### config.mk
export PLATFORM = sky130hd
export DESIGN_NAME = ptpcc_dev_flat
export DESIGN_NICKNAME = d
export VERILOG_FILES = /design/src/hw/ptpcc_pkg.sv /design/src/hw/ptpcc_if.sv /design/src/hw/ptpcc_dev.sv /design/src/hw/ptpcc_capture.sv /design/src/flat_wrapper.sv
export SDC_FILE = /design/constraint.sdc
export NUM_CORES = 2
export LEC_CHECK = 0
export ABC_AREA = 1
export BUFFER_PORTS_ARGS = -buffer_cell sky130_fd_sc_hd__clkbuf_2
export CORE_MARGIN = 3
export CORE_UTILIZATION = 26
export DETAILED_ROUTE_END_ITERATION = 7
export PLACE_DENSITY_LB_ADDON = 0.15
export SLEW_MARGIN = 25
export SYNTH_ARGS = -nofsm -noshare
export SYNTH_HDL_FRONTEND = slang
export SYNTH_SLANG_ARGS = --single-unit
### constraint.sdc
create_clock -name clk_in -period 11.4 [get_ports clk_in]
set_clock_uncertainty 0.15 [all_clocks]
set_input_delay 2.28 -clock clk_in [delete_from_list [all_inputs] [get_ports clk_in]]
set_output_delay 2.28 -clock clk_in [all_outputs]
set_load 0.03 [all_outputs]
### src/hw/ptpcc_pkg.sv
package ptpcc_pkg;
  // bus shape
  localparam int DW = 16;
  localparam int AW = 6;
  localparam int HAW = 7;
  localparam int TW = 32;
  localparam int IDW = 16;
  localparam int RXQ_DEPTH = 16;

  // device register offsets
  localparam logic [AW-1:0] OFS_CTRL     = 6'h00;
  localparam logic [AW-1:0] OFS_EVENT    = 6'h02;
  localparam logic [AW-1:0] OFS_ADD_LO   = 6'h04;
  localparam logic [AW-1:0] OFS_ADD_HI   = 6'h06;
  localparam logic [AW-1:0] OFS_SYS_LO   = 6'h0c;
  localparam logic [AW-1:0] OFS_SYS_HI   = 6'h0e;
  localparam logic [AW-1:0] OFS_TGT1_LO  = 6'h10;
  localparam logic [AW-1:0] OFS_TGT1_HI  = 6'h12;
  localparam logic [AW-1:0] OFS_TGT2_LO  = 6'h14;
  localparam logic [AW-1:0] OFS_TGT2_HI  = 6'h16;
  localparam logic [AW-1:0] OFS_EXTA_LO  = 6'h18;
  localparam logic [AW-1:0] OFS_EXTA_HI  = 6'h1a;
  localparam logic [AW-1:0] OFS_EXTB_LO  = 6'h1c;
  localparam logic [AW-1:0] OFS_EXTB_HI  = 6'h1e;
  localparam logic [AW-1:0] OFS_TX_LO    = 6'h20;
  localparam logic [AW-1:0] OFS_TX_HI    = 6'h22;
  localparam logic [AW-1:0] OFS_RX_LO    = 6'h24;
  localparam logic [AW-1:0] OFS_RX_HI    = 6'h26;
  localparam logic [AW-1:0] OFS_RX_SRC   = 6'h28;
  localparam logic [AW-1:0] OFS_RX_SEQ   = 6'h2a;

  // control field positions
  localparam int CTL_TTM1 = 0;
  localparam int CTL_TTM2 = 1;
  localparam int CTL_EVMA = 2;
  localparam int CTL_EVMB = 3;
  localparam int CTL_TTE1 = 4;
  localparam int CTL_TTE2 = 5;
  localparam int CTL_PPSE = 6;
  localparam int CTL_MS   = 7;
  localparam int CTL_TXM  = 8;
  localparam int CTL_RXM  = 9;
  localparam logic [DW-1:0] CTL_MASK = 16'h03ff;

  // event flag positions
  localparam int EV_TTP1 = 0;
  localparam int EV_SECOND_TARGET_PENDING = 1;
  localparam int EV_EXTA = 2;
  localparam int EV_EXTB = 3;
  localparam int EV_TXS  = 4;
  localparam int EV_RXS  = 5;

  localparam logic [DW-1:0] REG_RST = 16'h0000;

  // controller register offsets (software side)
  localparam logic [HAW-1:0] H_ADD_LO   = 7'h40;
  localparam logic [HAW-1:0] H_ADD_HI   = 7'h42;
  localparam logic [HAW-1:0] H_DRAIN    = 7'h44;
  localparam logic [HAW-1:0] H_STAT     = 7'h46;
  localparam logic [HAW-1:0] H_LAST_TLO = 7'h48;
  localparam logic [HAW-1:0] H_LAST_THI = 7'h4a;
  localparam logic [HAW-1:0] H_LAST_SRC = 7'h4c;
  localparam logic [HAW-1:0] H_LAST_SEQ = 7'h4e;
  localparam int H_SEL_BIT = 6;
endpackage : ptpcc_pkg

### src/hw/ptpcc_if.sv
`timescale 1ns/1ps
interface ptpcc_if;
  import ptpcc_pkg::*;
  logic [AW-1:0] addr;
  logic [DW-1:0] wdata;
  logic          wr;
  logic          rd;
  logic [DW-1:0] rdata;
  logic          sync_irq_line_n;
  logic [1:0]    target_compare_enable;

  modport dev (input addr, wdata, wr, rd,
               output rdata, sync_irq_line_n, target_compare_enable);
  modport host (output addr, wdata, wr, rd,
                input rdata, sync_irq_line_n, target_compare_enable);
endinterface : ptpcc_if

### src/hw/ptpcc_dev.sv
`timescale 1ns/1ps
// Behaviour
// - target mask bits gate pending flags to interrupt
// - external event flags never interrupt
// - enabled target match sets pending, clears enable
// - pending with mask set requests interrupt
// - host writes target only while disabled
// - pps pin mirrors second pending when enabled
// - master select picks master or slave role
// - transmit mask gates transmit flag interrupt
// - receive mask gates receive flag interrupt
// - all enabled requests share one line
// - write one clears target pending flag
// - event edge captures time, holds while set
// - host polls flag before reading snapshot
// - transmitted sync/delay request captures time once
// - transmit flag with mask interrupts; w1c
// - received frame stores time and ids
// - sixteen-entry receive queue drops when full
// - receive flag clears only when queue empty
// - host drains queue until flag reads zero
// - addend accumulates; carry increments system time
// - addend resets to zero; host starts it
// - addend loads when high half written
// - accumulate once every clock cycle with ce_in high
module ptpcc_dev
  import ptpcc_pkg::*;
#(
  parameter int DEPTH = RXQ_DEPTH
) (
  // clock and reset
  input  wire logic                  clk_in,
  input  wire logic                  rstn_in,
  input  wire logic                  ce_in,
  // host bus
  ptpcc_if.dev                       bus,
  // external event pins
  input  wire logic                  ext_input_a_in,
  input  wire logic                  ext_input_b_in,
  // frame detector pulses
  input  wire logic                  tx_sync_in,
  input  wire logic                  tx_delay_req_in,
  input  wire logic                  rx_sync_in,
  input  wire logic                  rx_delay_req_in,
  input  wire logic [ptpcc_pkg::IDW-1:0] rx_source_id_in,
  input  wire logic [ptpcc_pkg::IDW-1:0] rx_sequence_id_in,
  // outputs
  output logic                       pps_out,
  output logic                       rx_queue_full_out
);
  import ptpcc_pkg::*;

  localparam int QAW = $clog2(DEPTH);
  localparam int QEW = TW + 2 * IDW;

  //////////////////////////////////////////////////////////////////////////
  // register access decode

  logic [DW-1:0] ctrl_q;
  logic [1:0]    ttp_q;
  logic [DW-1:0] add_lo_q;
  logic [DW-1:0] add_hi_q;
  logic [TW-1:0] addend_q;
  logic [TW-1:0] accum_q;
  logic [TW-1:0] systime_q;
  logic [TW-1:0] tgt1_q;
  logic [TW-1:0] tgt2_q;
  logic [DW-1:0] rdata_q;
  logic          irq_n_q;
  logic          pps_q;
  logic          ext_a_q;
  logic          ext_b_q;

  wire wr_ctrl   = bus.wr && (bus.addr == OFS_CTRL);
  wire wr_event  = bus.wr && (bus.addr == OFS_EVENT);
  wire wr_add_lo = bus.wr && (bus.addr == OFS_ADD_LO);
  wire wr_add_hi = bus.wr && (bus.addr == OFS_ADD_HI);
  wire wr_t1_lo  = bus.wr && (bus.addr == OFS_TGT1_LO);
  wire wr_t1_hi  = bus.wr && (bus.addr == OFS_TGT1_HI);
  wire wr_t2_lo  = bus.wr && (bus.addr == OFS_TGT2_LO);
  wire wr_t2_hi  = bus.wr && (bus.addr == OFS_TGT2_HI);
  wire [DW-1:0] w1c = wr_event ? bus.wdata : '0;

  //////////////////////////////////////////////////////////////////////////
  // time base

  wire [TW:0] acc_sum = {1'b0, accum_q} + {1'b0, addend_q};
  wire        acc_carry = acc_sum[TW];

  always_ff @(posedge clk_in or negedge rstn_in) begin
    if (!rstn_in) begin
      accum_q   <= '0;
      systime_q <= '0;
      addend_q  <= '0;
      add_lo_q  <= REG_RST;
      add_hi_q  <= REG_RST;
    end else if (ce_in) begin
      accum_q <= acc_sum[TW-1:0];
      if (acc_carry) begin
        systime_q <= systime_q + 32'h0000_0001;
      end
      if (wr_add_lo) begin
        add_lo_q <= bus.wdata;
      end
      if (wr_add_hi) begin
        add_hi_q <= bus.wdata;
        addend_q <= {bus.wdata, add_lo_q};
      end
    end
  end

  //////////////////////////////////////////////////////////////////////////
  // target compare

  wire match1 = ctrl_q[CTL_TTE1] && (systime_q == tgt1_q);
  wire match2 = ctrl_q[CTL_TTE2] && (systime_q == tgt2_q);

  logic [DW-1:0] ctrl_d;
  always_comb begin
    ctrl_d = wr_ctrl ? (bus.wdata & CTL_MASK) : ctrl_q;
    if (match1) begin
      ctrl_d[CTL_TTE1] = 1'b0;
    end
    if (match2) begin
      ctrl_d[CTL_TTE2] = 1'b0;
    end
  end

  // the pending flag set wins over a same-cycle write-one-to-clear
  wire [1:0] ttp_d = (ttp_q & ~w1c[EV_SECOND_TARGET_PENDING:EV_TTP1])
                   | {match2, match1};

  always_ff @(posedge clk_in or negedge rstn_in) begin
    if (!rstn_in) begin
      ctrl_q <= REG_RST;
      ttp_q  <= 2'b00;
      tgt1_q <= '0;
      tgt2_q <= '0;
    end else if (ce_in) begin
      ctrl_q <= ctrl_d;
      ttp_q  <= ttp_d;
      if (wr_t1_lo) tgt1_q[DW-1:0]  <= bus.wdata;
      if (wr_t1_hi) tgt1_q[TW-1:DW] <= bus.wdata;
      if (wr_t2_lo) tgt2_q[DW-1:0]  <= bus.wdata;
      if (wr_t2_hi) tgt2_q[TW-1:DW] <= bus.wdata;
    end
  end

  assign bus.target_compare_enable = {ctrl_q[CTL_TTE2], ctrl_q[CTL_TTE1]};

  //////////////////////////////////////////////////////////////////////////
  // external event and transmit snapshots

  wire ext_a_rise = ext_input_a_in && !ext_a_q;
  wire ext_b_rise = ext_input_b_in && !ext_b_q;
  wire master     = ctrl_q[CTL_MS];
  wire tx_trig    = master ? tx_sync_in : tx_delay_req_in;
  wire rx_trig    = master ? rx_delay_req_in : rx_sync_in;

  logic          ext_input_a_captured;
  logic          ext_input_b_captured;
  logic          tx_captured;
  logic [TW-1:0] ext_a_snap;
  logic [TW-1:0] ext_b_snap;
  logic [TW-1:0] tx_snap;

  ptpcc_capture #(.TW(TW)) u_cap_a (
    .clk_in   (clk_in),
    .rstn_in  (rstn_in),
    .ce_in    (ce_in),
    .trig_in  (ext_a_rise),
    .clr_in   (w1c[EV_EXTA]),
    .time_in  (systime_q),
    .flag_out (ext_input_a_captured),
    .snap_out (ext_a_snap)
  );

  ptpcc_capture #(.TW(TW)) u_cap_b (
    .clk_in   (clk_in),
    .rstn_in  (rstn_in),
    .ce_in    (ce_in),
    .trig_in  (ext_b_rise),
    .clr_in   (w1c[EV_EXTB]),
    .time_in  (systime_q),
    .flag_out (ext_input_b_captured),
    .snap_out (ext_b_snap)
  );

  ptpcc_capture #(.TW(TW)) u_cap_tx (
    .clk_in   (clk_in),
    .rstn_in  (rstn_in),
    .ce_in    (ce_in),
    .trig_in  (tx_trig),
    .clr_in   (w1c[EV_TXS]),
    .time_in  (systime_q),
    .flag_out (tx_captured),
    .snap_out (tx_snap)
  );

  //////////////////////////////////////////////////////////////////////////
  // receive snapshot queue

  logic [QEW-1:0] rxq_mem [DEPTH];
  logic [QAW-1:0] rxq_wp_q;
  logic [QAW-1:0] rxq_rp_q;
  logic [QAW:0]   rxq_cnt_q;

  wire rxq_full  = (rxq_cnt_q == (QAW+1)'(DEPTH));
  wire rxs       = (rxq_cnt_q != '0);
  wire rxq_push  = rx_trig && !rxq_full;
  wire rxq_pop   = w1c[EV_RXS] && rxs;
  wire [QEW-1:0] rxq_head = rxq_mem[rxq_rp_q];

  always_ff @(posedge clk_in or negedge rstn_in) begin
    if (!rstn_in) begin
      rxq_wp_q  <= '0;
      rxq_rp_q  <= '0;
      rxq_cnt_q <= '0;
    end else if (ce_in) begin
      if (rxq_push) rxq_wp_q <= rxq_wp_q + 1'b1;
      if (rxq_pop)  rxq_rp_q <= rxq_rp_q + 1'b1;
      rxq_cnt_q <= rxq_cnt_q + (QAW+1)'(rxq_push) - (QAW+1)'(rxq_pop);
    end
  end

  // storage has no reset, which keeps it a plain memory
  always_ff @(posedge clk_in) begin
    if (ce_in && rxq_push) begin
      rxq_mem[rxq_wp_q] <= {systime_q, rx_source_id_in, rx_sequence_id_in};
    end
  end

  //////////////////////////////////////////////////////////////////////////
  // interrupt, pps and read data

  wire [DW-1:0] event_rd = {10'h000, rxs, tx_captured, ext_input_b_captured,
                            ext_input_a_captured, ttp_q};

  // external event flags are left out on purpose, whatever their masks say
  wire irq_any = (ttp_q[0] && ctrl_q[CTL_TTM1])
               | (ttp_q[1] && ctrl_q[CTL_TTM2])
               | (tx_captured && ctrl_q[CTL_TXM])
               | (rxs && ctrl_q[CTL_RXM]);

  logic [DW-1:0] rd_mux;
  always_comb begin
    unique case (bus.addr)
      OFS_CTRL:    rd_mux = ctrl_q;
      OFS_EVENT:   rd_mux = event_rd;
      OFS_ADD_LO:  rd_mux = add_lo_q;
      OFS_ADD_HI:  rd_mux = add_hi_q;
      OFS_SYS_LO:  rd_mux = systime_q[DW-1:0];
      OFS_SYS_HI:  rd_mux = systime_q[TW-1:DW];
      OFS_TGT1_LO: rd_mux = tgt1_q[DW-1:0];
      OFS_TGT1_HI: rd_mux = tgt1_q[TW-1:DW];
      OFS_TGT2_LO: rd_mux = tgt2_q[DW-1:0];
      OFS_TGT2_HI: rd_mux = tgt2_q[TW-1:DW];
      OFS_EXTA_LO: rd_mux = ext_a_snap[DW-1:0];
      OFS_EXTA_HI: rd_mux = ext_a_snap[TW-1:DW];
      OFS_EXTB_LO: rd_mux = ext_b_snap[DW-1:0];
      OFS_EXTB_HI: rd_mux = ext_b_snap[TW-1:DW];
      OFS_TX_LO:   rd_mux = tx_snap[DW-1:0];
      OFS_TX_HI:   rd_mux = tx_snap[TW-1:DW];
      OFS_RX_LO:   rd_mux = rxq_head[QEW-TW+DW-1:2*IDW];
      OFS_RX_HI:   rd_mux = rxq_head[QEW-1:QEW-DW];
      OFS_RX_SRC:  rd_mux = rxq_head[2*IDW-1:IDW];
      OFS_RX_SEQ:  rd_mux = rxq_head[IDW-1:0];
      default:     rd_mux = REG_RST;
    endcase
  end

  always_ff @(posedge clk_in or negedge rstn_in) begin
    if (!rstn_in) begin
      rdata_q <= REG_RST;
      irq_n_q <= 1'b1;
      pps_q   <= 1'b0;
      ext_a_q <= 1'b0;
      ext_b_q <= 1'b0;
    end else if (ce_in) begin
      if (bus.rd) begin
        rdata_q <= rd_mux;
      end
      irq_n_q <= !irq_any;
      pps_q   <= ctrl_q[CTL_PPSE] && ttp_q[1];
      ext_a_q <= ext_input_a_in;
      ext_b_q <= ext_input_b_in;
    end
  end

  assign bus.rdata           = rdata_q;
  assign bus.sync_irq_line_n = irq_n_q;
  assign pps_out             = pps_q;
  assign rx_queue_full_out   = rxq_full;
endmodule : ptpcc_dev

### src/hw/ptpcc_capture.sv
`timescale 1ns/1ps
module ptpcc_capture #(
  parameter int TW = 32
) (
  // clock and reset
  input  wire logic          clk_in,
  input  wire logic          rstn_in,
  input  wire logic          ce_in,
  // trigger and time
  input  wire logic          trig_in,
  input  wire logic          clr_in,
  input  wire logic [TW-1:0] time_in,
  // snapshot
  output logic               flag_out,
  output logic [TW-1:0]      snap_out
);
  // a trigger in the clearing cycle is still caught, so no edge is lost to the clear
  logic take;
  assign take = trig_in && (!flag_out || clr_in);

  always_ff @(posedge clk_in or negedge rstn_in) begin
    if (!rstn_in) begin
      flag_out <= 1'b0;
      snap_out <= '0;
    end else if (ce_in) begin
      if (take) begin
        flag_out <= 1'b1;
        snap_out <= time_in;
      end else if (clr_in) begin
        flag_out <= 1'b0;
      end
    end
  end
endmodule : ptpcc_capture

### src/flat_wrapper.sv
// flat-port wrapper written by rule: the top's interface ports become plain ports
module ptpcc_dev_flat import ptpcc_pkg::*;
#(
  parameter int DEPTH = RXQ_DEPTH
)
  (clk_in, rstn_in, ce_in, ext_input_a_in, ext_input_b_in, tx_sync_in, tx_delay_req_in, rx_sync_in, rx_delay_req_in, rx_source_id_in, rx_sequence_id_in, pps_out, rx_queue_full_out, bus_addr, bus_wdata, bus_wr, bus_rd, bus_rdata, bus_sync_irq_line_n, bus_target_compare_enable);
  ptpcc_if bus_i ();
  input  wire logic clk_in;
  input  wire logic rstn_in;
  input  wire logic ce_in;
  input  wire logic ext_input_a_in;
  input  wire logic ext_input_b_in;
  input  wire logic tx_sync_in;
  input  wire logic tx_delay_req_in;
  input  wire logic rx_sync_in;
  input  wire logic rx_delay_req_in;
  input  wire logic [ptpcc_pkg::IDW-1:0] rx_source_id_in;
  input  wire logic [ptpcc_pkg::IDW-1:0] rx_sequence_id_in;
  output logic pps_out;
  output logic rx_queue_full_out;
  input wire logic [$bits(bus_i.addr)-1:0] bus_addr;
  input wire logic [$bits(bus_i.wdata)-1:0] bus_wdata;
  input wire logic [$bits(bus_i.wr)-1:0] bus_wr;
  input wire logic [$bits(bus_i.rd)-1:0] bus_rd;
  output wire logic [$bits(bus_i.rdata)-1:0] bus_rdata;
  output wire logic [$bits(bus_i.sync_irq_line_n)-1:0] bus_sync_irq_line_n;
  output wire logic [$bits(bus_i.target_compare_enable)-1:0] bus_target_compare_enable;
  assign bus_i.addr = bus_addr;
  assign bus_i.wdata = bus_wdata;
  assign bus_i.wr = bus_wr;
  assign bus_i.rd = bus_rd;
  assign bus_rdata = bus_i.rdata;
  assign bus_sync_irq_line_n = bus_i.sync_irq_line_n;
  assign bus_target_compare_enable = bus_i.target_compare_enable;
  ptpcc_dev #(.DEPTH(DEPTH)) u_core (.clk_in(clk_in), .rstn_in(rstn_in), .ce_in(ce_in), .bus(bus_i), .ext_input_a_in(ext_input_a_in), .ext_input_b_in(ext_input_b_in), .tx_sync_in(tx_sync_in), .tx_delay_req_in(tx_delay_req_in), .rx_sync_in(rx_sync_in), .rx_delay_req_in(rx_delay_req_in), .rx_source_id_in(rx_source_id_in), .rx_sequence_id_in(rx_sequence_id_in), .pps_out(pps_out), .rx_queue_full_out(rx_queue_full_out));
endmodule
Yosys cells after proc, flatten, opt, wreduce, memory -nomap -nowiden
Memories as Yosys holds them, arrays and structs flattened.
Cells that the tools add are included.
{ "classes": {"bitwise": 6, "mux": 15, "n_addsub": 6, "n_reduce_logical": 59, "eq_ne": 22} }
{ "op_table": {"columns": ["cell", "count"], "rows": [
  ["16-bit one-hot mux with 20 select lines", 1],
  ["32-bit equality test", 2],
  ["6-bit by 5-bit equality test with 1-bit output, second input constant", 8],
  ["2-bit AND reduction", 19],
  ["6-bit equality test, second input constant", 6],
  ["32-bit by 32-bit adder with 33-bit output", 1],
  ["32-bit by 1-bit adder with 32-bit output, second input constant", 1],
  ["1-bit logical AND", 23],
  ["6-bit by 3-bit equality test with 1-bit output, second input constant", 2],
  ["6-bit by 4-bit equality test with 1-bit output, second input constant", 2],
  ["1-bit 2-to-1 mux", 12],
  ["6-bit 2-to-1 mux", 2],
  ["2-bit nonzero test", 5],
  ["4-bit by 1-bit adder with 4-bit output, second input constant", 2],
  ["1-bit logical NOT", 7],
  ["6-bit by 2-bit equality test with 1-bit output, second input constant", 1],
  ["6-bit logical NOT", 1],
  ["5-bit by 1-bit adder with 5-bit output", 1],
  ["5-bit equality test, second input constant", 1],
  ["5-bit nonzero test", 1],
  ["5-bit by 1-bit subtractor with 5-bit output", 1],
  ["1-bit logical OR", 3],
  ["1-bit bitwise OR", 3],
  ["2-bit bitwise AND", 1],
  ["other kinds (2)", 2]
]} }
{ "word_totals": {"out_inout_bits": 21, "ramBits": 1024, "ff_bits": 336, "memories": 1, "inputBits": 65, "wordCells": 136} }
{ "mem_list": {"columns": ["memory", "depth", "width", "rd", "rd_clocked_by_memory_dff", "wr", "line", "text"], "rows": [
  ["u_core.rxq_mem", 16, 64, 1, 0, 1, "ptpcc_dev.sv:203", "logic [QEW-1:0] rxq_mem [DEPTH];"]
]} }

Longest topological paths before layout
{ "logic_depth": {"ltp_word": 7, "ltp_mapped": 18, "mapped_depth_nobuf": 18} }

Cells and area by module
From an unflattened synthesis, not the netlist that was laid out.
{ "unflattened": {"hier_cells": 6222, "area_unflattened_um2": 60650.7} }
{ "by_module_without_submodules": {"columns": ["mod", "area_per_inst_um2", "n_inst", "cells_per_inst", "seq_area_each_um2"], "rows": [
  ["ptpcc_dev", 56322.8, 1, 5784, 36281.0],
  ["ptpcc_capture", 1442.6, 3, 146, 825.8]
]} }

Least setup slack after synthesis
No wires, ideal clock.
{ "synth_path": {"kind": "input -> register", "startpoint": "input port ce_in", "endpoint": "memory u_core.rxq_mem[11][0] (netlist name) (enable)", "path_slack_ns": 4.965, "n_path_buf": 1, "setup_ns": 0.487, "stages": 5, "required_time_ns": 10.763, "arrival_ns": 5.798, "cell_sequence": "clkbuf_1 inv_1 nor2_1 nand2_1 nor2_1"} }
{ "synth_between": {"elab_chain_cells": 3} }
{ "synth_rtl": {"columns": ["element", "line", "text"], "rows": [
  ["start, declared", "flat_wrapper.sv:10", "input wire logic ce_in;"],
  ["1-bit logical AND", "ptpcc_dev.sv:228", "if (ce_in && rxq_push) begin"],
  ["1-bit 2-to-1 mux", "ptpcc_dev.sv:228", null],
  ["1-bit 2-to-1 mux (not written as such)", "ptpcc_dev.sv:229", "rxq_mem[rxq_wp_q] <= {systime_q, rx_source_id_in, rx_sequence_id_in};"],
  ["end, declared", "ptpcc_dev.sv:203", null]
]} }
Every way passes these cells.

Final worst setup path
{ "layout_path": {"startpoint": "input port ce_in", "endpoint": "memory u_core.rxq_mem[15][11] (netlist name) (enable)"} }
Same word-level chain as after synthesis.

==> impl_metrics.yaml <==
outcome:
  status: "finished, final reports clean"
place:
  dpl_worst_slack_ns: 4.80
  dp_cells: 8968
  place_hpwl_um: 124000
  port_buffers: 85
  gp_congestion: 0.833
cells_and_area:
  num-nets-final: 6231
  syn_to_final_growth_pct: 14.6
  drive_gt1_share_pct: 7.80
  n_fill_cell: 23900
  stdcell_count: 9257
global_route:
  met1_usage_pct: 24.3
  use_met3_pct: 2.58
  grtUsageTotal_pct: 17.3
  grt_max_degree: 153
  grt_pass1_wl_um: 302000
  grt_overflow: 0
  grt_pass1_vias: 42000
  busiest_layer: "met2"
  grtUsageMet2_pct: 28.1
  antenna_found_initial: 9
timing:
  rsz0062_at_grt: "no"
  worst_pin_slew_ns: 1.08
  setup_violations: 0
  fin_crit_sh_pct: 46.9
  tns_ns: 0
  finalHoldViolCount: 0
  worst_slack_ns: 6.06
  relSlewSlack_pct: 28.2
  slew_viol_final: 0
  max_freq_mhz: 187
  period_needed_ns: 5.34
synth:
  yosysTopAreaCell: "edfxtp_1"
  ys_ff_latch: 1344
  synth-edff-count: 1024
  synth_area_per_cell_um2: 9.81
  synth_nets: 6223
  synthCells: 6112
  async_reset_ff_share_pct: 23.8
  synth_cell_types: 45
  yosysSeqAreaShare_pct: 64.6
  yosys-top-cells-count: "nand2_1 (2,332), edfxtp_1 (1,024), nand3_1 (827), dfrtp_1 (319), inv_1 (309)"
  synth_top_area_share_pct: 51.3
  synth_ff_type: "edfxtp_1"
  syn_area_um2: 60000
  yosys_warnings: 0
  ys_top_cells_by_area: "edfxtp_1 (51%), nand2_1 (15%), dfrtp_1 (13%), nand3_1 (6.9%), inv_1 (1.9%)"
  yosysMostFrequentCell: "nand2_1"
critical_path:
  cp.required_ns: 11.68
  worst-setup-path-type: "primary input to flop"
  cp-end-kind: "flop"
  worstRegToRegCells: 12
  regToRegSetupSlack_ns: 7.16
  startpoint_type: "primary input"
  r2r_start: "u_core.rxq_rp_q[0]"
  critPathArrivalTime_ns: 5.62
  timing.rr.end: "u_core.bus.rdata[3]"
  cp_max_fo: 34
die:
  die_x_um: 486
  pin_count: 86
  die_h_um: 486
  rows: 175
  dieArea_um2: 236000
  start_util_pct: 26.3
  coreArea_um2: 228000
clock_tree:
  numCtsBuffers: 159
  clk_pin_slew_ns: 0.06
  clock_sinks: 1344
  cts_tree: "yes"
  htree_num_levels: 4
  cts_setup_buffers: 0
  cts_root_buf: "clkbuf_16"
  cts_hold_buf: 0
  clockBufferDepth: 3
  clock_latency_ns: 0.80
  cts_resized: 0
job:
  cap_viol_max_count: 0
route:
  wl_um: 209000
  drt-vias-per-instance: 4.65
  dr.pass1.iters: 5
  detail_route.iter0.violations: 3315
  antenna_left: 0
  wire_per_inst_um: 22.5
  vias: 43000
  drc: 0
pwr:
  power.share.switching_pct: 27.7
  leakagePower_uw: 0.0280
  seqPwrFrac_pct: 47.0
  switchingPower_uw: 3370
  peakVddDrop_mv: 0.122
  p_per_area_nw_per_um2: 177
  p_clk_share_pct: 41.3
  combPwrFrac_pct: 11.7
  p_int_uw: 8810
min_path:
  worstHoldPathCells: 1
  min_path_type: "flop to flop"
  whs_endpoint: "u_core.rxq_cnt_q[4]"
  min-delay-start: "u_core.rxq_cnt_q[4]"
==> power by group through the flow <==
stage                     clock network [uW]  logic [uW]  registers [uW]
final                                   5030        1430            5730
after global routing                    5350        1610            5750
after CTS                               5160        1460            5730
after global placement                     0        1450            5820
after floorplan                            0         917            5770
after detailed placement                   0        1450            5820
==> cells by family after synthesis <==
kind of cell | count (synthesis) | synth area share [%]
xor gates and xnor gates | 74 | 1.08
AOI/OAI and AO/OA | 408 | 3.64
DFF | 1344 | 64.6
buffers and inverters | 643 | 4.67
muxes | 15 | 0.282
adders and majority gates | 46 | 0.985
and+or+nand+nor | 3582 | 24.7
==> final cells by class <==
class	instances	area, um2	share of cell area (%)
antenna	4	10.0	0.0146
clock buffer	215	4280	6.23
clock inverter	70	820	1.19
inverter	317	1220	1.77
multi-input combinational	4125	18600	27.1
sequential	1344	38800	56.4
tap	3009	3760	5.48
timing repair buffer	173	1230	1.79
==> critical path: stages <==
cell and delay (ns):
buf_2 0.50, inv_2 0.08, nor2_2 0.55, nand2_1 0.45, nor2_4 0.56, buf_4 0.45
buf_4 0.66
==> registers in the layout (all words and copies together) (netlist names) <==
signal / count
u_core.accum_q: 32
u_core.add_lo_q: 16
u_core.addend_q: 32
u_core.bus.rdata: 16
u_core.bus.sync_irq_line_n: 1
u_core.ctrl_q: 10
u_core.ext_a_q: 1
u_core.ext_b_q: 1
u_core.pps_out: 1
u_core.rxq_cnt_q: 5
u_core.rxq_mem: 1024
u_core.rxq_rp_q: 4
u_core.rxq_wp_q: 4
u_core.systime_q: 32
u_core.tgt1_q: 32
u_core.tgt2_q: 32
u_core.ttp_q: 2
u_core.u_cap_a.flag_out: 1
u_core.u_cap_a.snap_out: 32
u_core.u_cap_b.flag_out: 1
u_core.u_cap_b.snap_out: 32
u_core.u_cap_tx.flag_out: 1
u_core.u_cap_tx.snap_out: 32
==> through the flow <==
step           cell area [um2]  utilization, %  hold slack (ns)  total power (uW)
4_1_cts                  68700            30.1            0.323             12300
5_1_grt                  68700            30.1            0.333             12700
6_report                 68700            30.1            0.320             12200
3_3_place_gp             63500            27.8            0.304              7270
2_1_floorplan            60000               -            0.292              6690
3_5_place_dp             63600            27.8            0.308              7280
==> layout by cell type, fill, tap and decap left out, types with 24 or more instances in the layout <==
cell and n:
a21oi_1 49, buf_4 77, clkbuf_1 49, clkbuf_16 161, clkbuf_2 83, clkinv_1 26
clkinv_2 24, dfrtp_1 310, edfxtp_1 1024, ha_1 44, inv_1 306, nand2_1 2329
nand3_1 827, nand4_1 49, nor2_1 263, nor2_4 24, nor3_1 37, o21ai_0 204
o21ai_1 98, xor2_1 60
==> routing by layer <==
| metal | vias up | wire length (um) |
|---|---|---|
| li1 | 20500 | - |
| met1 | 21200 | 97700 |
| met2 | 1019 | 97100 |
| met3 | 248 | 9770 |
| met4 | 0 | 4010 |
| met5 | - | 0 |
==> worst max path at each step <==
stage               startpoint                endpoint  slack [ns]
global route             ce_in   u_core.rxq_mem[4][59]        5.90
detailed placement       ce_in  u_core.rxq_mem[15][11]        4.80
floorplan                ce_in   u_core.rxq_mem[11][0]        4.97
finish                   ce_in  u_core.rxq_mem[15][11]        6.06
CTS                      ce_in  u_core.rxq_mem[15][11]        5.70
global placement         ce_in  u_core.rxq_mem[15][11]        4.80
No activity file was read; power rests on OpenSTA's default activity.
